### config.mk
export PLATFORM = sky130hd
export DESIGN_NAME = serial_rx_test_and_error_monitor
export DESIGN_NICKNAME = d
export VERILOG_FILES = /design/src/rtl/serial_rx_test_pkg.sv /design/src/rtl/serial_rx_test_and_error_monitor.sv
export VERILOG_INCLUDE_DIRS = /design/src /design/src/rtl
export SDC_FILE = /design/constraint.sdc
export NUM_CORES = 1
export LEC_CHECK = 0
export BUFFER_PORTS_ARGS = -buffer_cell sky130_fd_sc_hd__buf_2
export CAP_MARGIN = 5
export CORE_ASPECT_RATIO = 0.6
export CORE_MARGIN = 2
export CORE_UTILIZATION = 58
export DETAILED_ROUTE_END_ITERATION = 10
export PLACE_DENSITY = 0.87
export REMOVE_ABC_BUFFERS = 1
export SETUP_SLACK_MARGIN = 0.1
export SLEW_MARGIN = 20
export SYNTH_ARGS = -nofsm -noshare
export SYNTH_HDL_FRONTEND = slang
export SYNTH_SLANG_ARGS = --single-unit
export TNS_END_PERCENT = 10
### constraint.sdc
create_clock -name mclk -period 3.6 [get_ports mclk]
set_input_delay 0.72 -clock mclk [delete_from_list [all_inputs] [get_ports mclk]]
set_output_delay 0.72 -clock mclk [all_outputs]
set_load 0.005 [all_outputs]
### src/rtl/serial_rx_test_cfg.svh
// Register indices, field positions, reset values and character codes for the
// serial receive test and error monitor. Assumes 32-bit Avalon-MM words, byte
// address equal to four times the register index.
`ifndef SERIAL_RX_TEST_CFG_SVH
`define SERIAL_RX_TEST_CFG_SVH

// ======
// Register indices (byte address is four times the index).
`define IDX_LINK_PAGE        11'h300
`define IDX_SAMPLE_CTRL      11'h32c
`define IDX_SAMPLE_EXP_LO    11'h32d
`define IDX_SAMPLE_EXP_HI    11'h32e
`define IDX_SAMPLE_RESULT    11'h32f
`define IDX_ERR_VIEW         11'h46b
`define IDX_DISP_CTRL        11'h46d
`define IDX_NIT_CTRL         11'h46e
`define IDX_UCC_CTRL         11'h46f
`define IDX_CGS_STATUS       11'h470
`define IDX_ALIGN_STATUS     11'h473
`define IDX_TEST_MODE        11'h477
`define IDX_ERR_IRQ          11'h47a
`define IDX_THRESHOLD        11'h47c
`define IDX_LANE_ENABLE      11'h47d

// ======
// Field positions.
`define BIT_LINK_PAGE        2
`define BIT_SAMPLE_EN        0
`define BIT_SAMPLE_RST       1
`define LSB_CONV_SEL         2
`define LSB_INDEX_SEL        4
`define BIT_SAMPLE_FAIL      0
`define LSB_VIEW_LANE        4
`define LSB_VIEW_TYPE        0
`define BIT_CLR_IRQ          7
`define BIT_DIS_CNT          6
`define BIT_CLR_CNT          5
`define LSB_CTRL_LANE        0
`define BIT_ALIGN_REPEAT     7
`define BIT_ERR_SYNC         0
`define LSB_IRQ_EN           5

// ======
// Reset values and constants.
`define RST_THRESHOLD        8'hff
`define RST_LANE_ENABLE      8'hff
`define PAGE1_LANE_OFFSET    3'h4
`define CHAR_COMMA           8'hbc
`define CHAR_ILAS_START      8'h1c
`define CHAR_ILAS_ALIGN      8'h7c
`define COMMA_RUN            3'h4

`endif

### src/rtl/serial_rx_test_pkg.sv
// Types shared by the serial receive test and error monitor.
// Assumes nothing beyond a SystemVerilog compiler.
`default_nettype none

package serial_rx_test_pkg;

   // ======
   // One decoded character of a lane with its decoder error flags.
   typedef struct packed {
      logic [7:0] data;
      logic       isK;
      logic       dispErr;
      logic       nitErr;
      logic       uccErr;
   } lane_char_t;

   // Received samples of one frame, indexed by converter then sample.
   typedef logic [3:0][3:0][15:0] sample_frame_t;

   // Error counter types as coded in the counter-type field.
   typedef enum logic [1:0] {
      ERR_DISPARITY = 2'b00,
      ERR_NOT_TABLE = 2'b01,
      ERR_UNEXP_CTL = 2'b10
   } err_type_t;

endpackage

`default_nettype wire

### src/rtl/serial_rx_test_and_error_monitor.sv
// Test and error monitor of a multi-lane serial receiver: sample checker,
// comma and alignment status, per-lane error counters, Avalon-MM slave.
// Assumes lane characters and samples come from decoder logic on mclk.
//
// Contract
// Compare the 16-bit expected sample with the selected received sample.
// Converter and sample index come from two-bit fields of test control.
// Sample checker works only while its enable bit is one.
// Checker reset bit pulsed by software clears the checker state.
// Read-only result bit: zero all matched, one a mismatch seen.
// Transmitter sends a distinct value per sample, repeated until stopped.
// Link synchronized, error-free, transmitter pattern on before checking.
// Report per-lane comma run synchronization in a status register.
// Repeated-alignment mode bit, set by software before link enable.
// Release active-low sync request after four commas on every enabled lane.
// In repeated mode the transmitter repeats the alignment sequence.
// One status bit per lane set when lane passes alignment.
// Page bit selects link 0 or link 1 for lane status and controls.
// Disparity counter counts every wrong-disparity character; here counting stops at the threshold and skips disabled lanes and counters.
// Detect three error types per lane; optionally raise a sync request. Unexpected control errors are ignored in repeated-alignment mode.
// Counter view register selects lane and type; its read returns count.
// Type code 00 disparity, 01 not-in-table, 10 unexpected control.
// Counters saturate at the programmable threshold.
// On link 1, link lane x means logical lane x plus four.
// One shared threshold; three per-type over-threshold flag registers.
// Control write on lane field: bit7 clear irq, bit6 disable, bit5 reset.
// Reads of control registers return over-threshold status.
// Per-type over-threshold interrupt enables with status readable there.
// Mismatch flag stays set until checker reset or disable.
//
// Design decision made here: register access over Avalon-MM.
`include "serial_rx_test_cfg.svh"
`default_nettype none

module serial_rx_test_and_error_monitor (
   input  wire logic                               mclk,
   input  wire logic                               srst,
   input  wire logic [12:0]                        address,
   input  wire logic                               read,
   input  wire logic                               write,
   input  wire logic [3:0]                         byteenable,
   input  wire logic [31:0]                        writedata,
   output logic      [31:0]                        readdata,
   output logic                                    waitrequest,
   input  wire serial_rx_test_pkg::lane_char_t [7:0] laneChar,
   input  wire logic                               sampleValid,
   input  wire serial_rx_test_pkg::sample_frame_t  sampleData,
   output logic                                    syncRequestOutN
);

   // ======
   // Declarations.
   logic [10:0] regIdx;
   logic        wrDo;
   logic [7:0]  wrByte;
   logic [7:0]  rdMux;
   logic [7:0]  sampleCtrl_r;
   logic [7:0]  expLo_r;
   logic [7:0]  expHi_r;
   logic        linkPage_r;
   logic        alignRepeat_r;
   logic        errSyncEn_r;
   logic [2:0]  irqEn_r;
   logic [7:0]  threshold_r;
   logic [7:0]  laneEnable_r;
   logic [2:0]  viewLane_r;
   logic [1:0]  viewType_r;
   logic        mismatch_r;
   logic [15:0] sampleSel;
   logic [7:0]  errCnt_r [3][8];
   logic [2:0][7:0] cntOff_r;
   logic [2:0][7:0] overIrq_r;
   logic [2:0][7:0] overFlag;
   logic [2:0][7:0] errHit;
   logic [2:0]  ctlType;
   logic [2:0]  ctlLane;
   logic [2:0]  cgsRun_r [8];
   logic [7:0]  cgsOk_r;
   logic [7:0]  ilasSeen_r;
   logic [7:0]  ilasOk_r;
   logic [7:0]  laneAnyErr;

   // Maps a link lane number to the logical lane for the selected page.
   function automatic logic [2:0] logicalLane(input logic page, input logic [2:0] sel);
      logicalLane = page ? sel + `PAGE1_LANE_OFFSET : sel;
   endfunction

   // Presents a per-lane vector for the selected link page.
   function automatic logic [7:0] pageView(input logic page, input logic [7:0] v);
      pageView = page ? {4'h0, v[7:4]} : v;
   endfunction

   // ======
   // Avalon-MM handshake: one wait cycle, then the access completes.
   assign regIdx = address[12:2];
   assign wrDo   = write && !waitrequest && byteenable[0];
   assign wrByte = writedata[7:0];

   // Waitrequest drops for exactly one cycle per request.
   always_ff @(posedge mclk) begin
      if (srst) begin
         waitrequest <= 1'b1;
      end else begin
         waitrequest <= !((read || write) && waitrequest);
      end
   end

   // Read data is captured in the wait cycle and stands at the completing edge.
   always_ff @(posedge mclk) begin
      if (srst) begin
         readdata <= 32'h0;
      end else if (read && waitrequest) begin
         readdata <= {24'h0, rdMux};
      end
   end

   // ======
   // Read multiplexer; unmapped indices read as zero.
   always_comb begin
      rdMux = 8'h0;
      case (regIdx)
         `IDX_LINK_PAGE:     rdMux = {5'h0, linkPage_r, 2'h0};
         `IDX_SAMPLE_CTRL:   rdMux = sampleCtrl_r;
         `IDX_SAMPLE_EXP_LO: rdMux = expLo_r;
         `IDX_SAMPLE_EXP_HI: rdMux = expHi_r;
         `IDX_SAMPLE_RESULT: rdMux = {7'h0, mismatch_r};
         `IDX_ERR_VIEW: begin
            if (viewType_r == 2'b11) begin
               rdMux = 8'h0;
            end else begin
               rdMux = errCnt_r[viewType_r][logicalLane(linkPage_r, viewLane_r)];
            end
         end
         `IDX_DISP_CTRL:     rdMux = pageView(linkPage_r, overFlag[0]);
         `IDX_NIT_CTRL:      rdMux = pageView(linkPage_r, overFlag[1]);
         `IDX_UCC_CTRL:      rdMux = pageView(linkPage_r, overFlag[2]);
         `IDX_CGS_STATUS:    rdMux = pageView(linkPage_r, cgsOk_r);
         `IDX_ALIGN_STATUS:  rdMux = pageView(linkPage_r, ilasOk_r);
         `IDX_TEST_MODE:     rdMux = {alignRepeat_r, 6'h0, errSyncEn_r};
         `IDX_ERR_IRQ: begin
            rdMux = {irqEn_r & {|overIrq_r[0], |overIrq_r[1], |overIrq_r[2]}, 5'h0};
         end
         `IDX_THRESHOLD:     rdMux = threshold_r;
         `IDX_LANE_ENABLE:   rdMux = laneEnable_r;
         default:            rdMux = 8'h0;
      endcase
   end

   // ======
   // Software-written configuration registers.
   always_ff @(posedge mclk) begin
      if (srst) begin
         sampleCtrl_r  <= 8'h0;
         expLo_r       <= 8'h0;
         expHi_r       <= 8'h0;
         linkPage_r    <= 1'b0;
         alignRepeat_r <= 1'b0;
         errSyncEn_r   <= 1'b0;
         irqEn_r       <= 3'h0;
         threshold_r   <= `RST_THRESHOLD;
         laneEnable_r  <= `RST_LANE_ENABLE;
         viewLane_r    <= 3'h0;
         viewType_r    <= 2'h0;
      end else if (wrDo) begin
         case (regIdx)
            `IDX_LINK_PAGE:     linkPage_r <= wrByte[`BIT_LINK_PAGE];
            `IDX_SAMPLE_CTRL:   sampleCtrl_r <= wrByte;
            `IDX_SAMPLE_EXP_LO: expLo_r <= wrByte;
            `IDX_SAMPLE_EXP_HI: expHi_r <= wrByte;
            `IDX_ERR_VIEW: begin
               viewLane_r <= wrByte[`LSB_VIEW_LANE +: 3];
               viewType_r <= wrByte[`LSB_VIEW_TYPE +: 2];
            end
            `IDX_TEST_MODE: begin
               alignRepeat_r <= wrByte[`BIT_ALIGN_REPEAT];
               errSyncEn_r   <= wrByte[`BIT_ERR_SYNC];
            end
            `IDX_ERR_IRQ:       irqEn_r <= wrByte[`LSB_IRQ_EN +: 3];
            `IDX_THRESHOLD:     threshold_r <= wrByte;
            `IDX_LANE_ENABLE:   laneEnable_r <= wrByte;
            default: begin
            end
         endcase
      end
   end

   // ======
   // Sample checker: sticky mismatch while enabled and out of reset.
   assign sampleSel = sampleData[sampleCtrl_r[`LSB_CONV_SEL +: 2]]
                                [sampleCtrl_r[`LSB_INDEX_SEL +: 2]];

   // Mismatch holds until the checker is reset or disabled.
   always_ff @(posedge mclk) begin
      if (srst) begin
         mismatch_r <= 1'b0;
      end else if (!sampleCtrl_r[`BIT_SAMPLE_EN] || sampleCtrl_r[`BIT_SAMPLE_RST]) begin
         mismatch_r <= 1'b0;
      end else if (sampleValid && (sampleSel != {expHi_r, expLo_r})) begin
         mismatch_r <= 1'b1;
      end
   end

   // ======
   // Error inputs per type and lane, and the shared threshold compare.
   always_comb begin
      for (int l = 0; l < 8; l++) begin
         errHit[0][l]  = laneEnable_r[l] && laneChar[l].dispErr;
         errHit[1][l]  = laneEnable_r[l] && laneChar[l].nitErr;
         errHit[2][l]  = laneEnable_r[l] && laneChar[l].uccErr && !alignRepeat_r;
         laneAnyErr[l] = errHit[0][l] || errHit[1][l] || errHit[2][l];
         for (int t = 0; t < 3; t++) begin
            overFlag[t][l] = errCnt_r[t][l] >= threshold_r;
         end
      end
   end

   // Control register write decode: type from index, lane from the written lane field and page.
   always_comb begin
      ctlType = 3'h0;
      case (regIdx)
         `IDX_DISP_CTRL: ctlType = 3'b001;
         `IDX_NIT_CTRL:  ctlType = 3'b010;
         `IDX_UCC_CTRL:  ctlType = 3'b100;
         default:        ctlType = 3'h0;
      endcase
      ctlLane = logicalLane(linkPage_r, wrByte[`LSB_CTRL_LANE +: 3]);
   end

   // ======
   // Per-lane, per-type saturating counters.
   always_ff @(posedge mclk) begin
      for (int t = 0; t < 3; t++) begin
         for (int l = 0; l < 8; l++) begin
            if (srst) begin
               errCnt_r[t][l] <= 8'h0;
            end else if (wrDo && ctlType[t] && (ctlLane == 3'(l))
                         && wrByte[`BIT_CLR_CNT]) begin
               errCnt_r[t][l] <= 8'h0;
            end else if (errHit[t][l] && !cntOff_r[t][l]
                         && (errCnt_r[t][l] < threshold_r)) begin
               errCnt_r[t][l] <= errCnt_r[t][l] + 8'h01;
            end
         end
      end
   end

   // Counter disables follow each control write to the addressed lane.
   always_ff @(posedge mclk) begin
      for (int t = 0; t < 3; t++) begin
         for (int l = 0; l < 8; l++) begin
            if (srst) begin
               cntOff_r[t][l] <= 1'b0;
            end else if (wrDo && ctlType[t] && (ctlLane == 3'(l))) begin
               cntOff_r[t][l] <= wrByte[`BIT_DIS_CNT];
            end
         end
      end
   end

   // Sticky over-threshold events; a new event wins over a clear.
   always_ff @(posedge mclk) begin
      for (int t = 0; t < 3; t++) begin
         for (int l = 0; l < 8; l++) begin
            if (srst) begin
               overIrq_r[t][l] <= 1'b0;
            end else if (overFlag[t][l]) begin
               overIrq_r[t][l] <= 1'b1;
            end else if (wrDo && ctlType[t] && (ctlLane == 3'(l))
                         && wrByte[`BIT_CLR_IRQ]) begin
               overIrq_r[t][l] <= 1'b0;
            end
         end
      end
   end

   // ======
   // Comma run and alignment tracking per lane.
   always_ff @(posedge mclk) begin
      for (int l = 0; l < 8; l++) begin
         if (srst) begin
            cgsRun_r[l]   <= 3'h0;
            cgsOk_r[l]    <= 1'b0;
            ilasSeen_r[l] <= 1'b0;
            ilasOk_r[l]   <= 1'b0;
         end else if (!laneEnable_r[l] || (errSyncEn_r && laneAnyErr[l])) begin
            cgsRun_r[l]   <= 3'h0;
            cgsOk_r[l]    <= 1'b0;
            ilasSeen_r[l] <= 1'b0;
            ilasOk_r[l]   <= 1'b0;
         end else if (!cgsOk_r[l]) begin
            if (laneChar[l].isK && (laneChar[l].data == `CHAR_COMMA)) begin
               cgsRun_r[l] <= cgsRun_r[l] + 3'h1;
               if (cgsRun_r[l] + 3'h1 == `COMMA_RUN) begin
                  cgsOk_r[l] <= 1'b1;
               end
            end else begin
               cgsRun_r[l] <= 3'h0;
            end
         end else if (laneChar[l].isK && (laneChar[l].data == `CHAR_ILAS_START)) begin
            ilasSeen_r[l] <= 1'b1;
         end else if (ilasSeen_r[l] && laneChar[l].isK
                      && (laneChar[l].data == `CHAR_ILAS_ALIGN)) begin
            ilasOk_r[l] <= 1'b1;
         end
      end
   end

   // Sync request is released once every enabled lane has its comma run.
   always_ff @(posedge mclk) begin
      if (srst) begin
         syncRequestOutN <= 1'b0;
      end else begin
         syncRequestOutN <= (laneEnable_r != 8'h0) && (&(cgsOk_r | ~laneEnable_r));
      end
   end

endmodule

`default_nettype wire

==> results.py <==
metrics = {
    "run_status": {
        "status": "finished, final reports clean",
    },
    "synthesis": {
        "synth_common_cells": "nor2_1, ha_1, edfxtp_1, nand3_1, nand2_1",
        "synth.distinct_cells": 89,
        "netlist_area_um2": 26000,
        "syn_avg_cell_area_um2": 9.89,
        "synth_edf_count": 216,
        "ys_seq_elements": 352,
        "yosysTopAreaCell": "edfxtp_1",
        "synthFlopType": "edfxtp_1",
        "ys_top_cells_by_area": "edfxtp_1, ha_1, dfxtp_1",
        "ys_seq_area_share_pct": 35.5,
        "synth_cells": 2624,
        "yosysTopAreaCellShare_pct": 25.0,
        "yosysMostFrequentCell": "nor2_1",
        "synth_warnings": 0,
        "synthArstFlopShare_pct": 0,
    },
    "routing": {
        "via_count": 24275,
        "wl_per_cell_um": 27.6,
        "viasPerCell": 6.68,
        "drt_iter0_drc": 3836,
        "final_antenna_net_count": 0,
        "drt-total-wl_mm": 100,
        "drt_drc_violations_left": 0,
        "firstDrtPassIters": 7,
    },
    "cells_and_area": {
        "fill_cells": 3333,
        "final_cells": 3633,
        "multi_input_area_um2": 15800,
        "area_delta_synth_final_pct": 15.6,
        "register_area_um2": 9220,
        "final_layout_size_suffix_gt1_share_pct": 22.0,
        "nets": 3650,
        "final_cell_area_um2": 30000,
    },
    "worst_hold_path": {
        "worstHoldPathType": "in -> reg",
    },
    "pwr": {
        "power.density_nw_per_um2": 330,
        "p_leak_nw": 13.3,
        "peakVddDrop_uv": 381,
        "p_total_mw": 9.90,
    },
    "cts": {
        "cts_resized": 0,
        "cts_tree": "yes",
        "cts_buffer_depth": 3,
        "cts_setup_buffers": 0,
        "cts_hold_buf": 0,
        "clkTransAtPathRegs_ns": 0.07,
        "numClockSinks": 352,
        "clock_latency_ns": 0.57,
        "cts-root-buf": "clkbuf_16",
        "cts_buffers": 37,
        "h-tree-depth": 2,
    },
    "timing": {
        "slew_headroom_pct": 38.1,
        "rsz0062_at_grt": "false",
        "skew_ns": 0.0365,
        "min_period_over_period_pct": 88.9,
        "fmaxAchievable_mhz": 313,
        "setup_viol": 0,
        "fin_crit_ns": 3.20,
        "worst_pin_slew_ns": 0.921,
        "finalHoldViolations": 0,
        "worst_hold_slack_ns": 0.395,
        "slew_viol_final": 0,
    },
    "placed_design": {
        "portBuffers": 386,
        "postPlaceCellArea_um2": 28800,
        "dpl.hpwl_mm": 79.5,
        "gp_congestion": 1.04,
        "place_inst": 3552,
    },
    "worst_setup_path": {
        "arrival_ns": 3.63,
        "crit_path_max_fanout": 9,
        "cp-end-kind": "register",
        "path_class": "reg -> reg",
        "start_kind": "register",
        "crit_required_ns": 4.03,
    },
    "flow_run": {
        "drv_cap": 0,
    },
    "floorplanning": {
        "coreArea_um2": 43800,
        "rows": 59,
        "start_util_pct": 59.3,
        "pin_count": 440,
        "die_width_um": 277,
        "dieArea_um2": 46500,
        "die_height_um": 168,
    },
    "global_route": {
        "grt_pass1_wl_mm": 147,
        "antenna_found_initial": 29,
        "grt_max_degree": 50,
        "grt-ovfl-total": 0,
        "first_global_vias": 23365,
        "grt_usage_pct": 42.5,
    },
}
final timing paths:
| kind | startpoint | to | slack [ns] | depth (start not counted) |
|---|---|---|---|---|
| worst max-delay path | threshold_r[5] | readdata[0] | 0.40 | 11 |
| worst min-delay path | read | waitrequest | 0.39 | 2 |
| worst max register to register | threshold_r[5] | readdata[0] | 0.40 | 11 |
| worst min register to register | cntOff_r[23] | cntOff_r[23] | 0.46 | 2 |
area by class of cell:
type | count | area share [%]
clock inverters | 20 | 0.701
diodes | 15 | 0.125
repair buffers | 468 | 9.00
multi-input cells | 2064 | 52.6
clock buffers | 46 | 3.30
inverters | 89 | 1.11
well taps | 579 | 2.41
flip-flops and latches | 352 | 30.7
cell usage in the layout, fill, tap and decap left out, drive strengths merged, types with 12 or more instances in the layout:
master / count
nor4: 23
a22oi: 13
o21ai: 77
ha: 232
nand3: 171
nand4b: 13
nand2: 169
nor3: 27
buf: 468
dfxtp: 136
nor2: 332
a211oi: 13
mux4: 119
edfxtp: 216
a31oi: 27
xnor2: 52
a21o: 57
o21a: 22
nor2b: 48
and3: 58
and4b: 13
o211ai: 14
nand4: 43
clkbuf: 46
mux2i: 68
conb: 24
xor2: 142
clkinv: 12
diode: 15
inv: 92
nand2b: 48
a21oi: 139
report_power, final:
group	internal [mW]	switching [mW]	total (mW)	leakage (nW)
logic	0.523	0.672	1.19	9.19
clock network	2.25	1.71	3.96	0.588
registers	4.45	0.291	4.74	3.52
per-stage QoR:
step	TNS, ns	utilization [%]	setup slack [ns]
floorplan	-1.12	-	-0.981
CTS	0	68.5	0.565
detailed placement	0	65.7	0.421
finish	0	68.5	0.400
global placement	0	65.7	0.427
global route	0	68.5	0.326
registers in the layout, indices dropped and copies added, names as in the netlist, 24 cells and up, named ones only:
| register | flops |
|---|---|
| cgsRun_r | 24 |
| cntOff_r | 24 |
| errCnt_r | 192 |
| overIrq_r | 24 |
worst max-delay path, stage by stage, from the launching register on:
cell and delay [ns]:
dfxtp_1 0.33, inv_1 0.48, buf_4 0.32, ha_1 0.27, a21o_1 0.17, a21o_1 0.17, a21oi_1 0.21, o31a_1 0.36
or4_1 0.16, o221ai_1 0.24, a21oi_1 0.26, a221oi_1 0.09
layer usage:
metal	GRT usage, %	share of wire (%)	wire [µm]
met5	0	0.082	82
met4	20.1	5.7	5700
met3	16.3	17	16600
met2	57.3	39	38900
met1	59.9	39	39100
kinds of logic (layout without fill, tap and decap cells):
group                    count (synthesis)  after routing  synth area share [%]
other                                    1             39                0.0144
AO/OA/AOI/OAI                          437            437                  10.8
buffers and inverters                  231            623                  4.03
flip-flops                             352            352                  35.5
AND/OR/NAND/NOR                        985            985                  18.7
XOR/XNOR                               194            194                  6.55
multiplexers                           192            192                  13.2
adder cells (fa/ha/maj)                232            232                  11.2
Note: power is estimated with default switching activity, not from simulation.
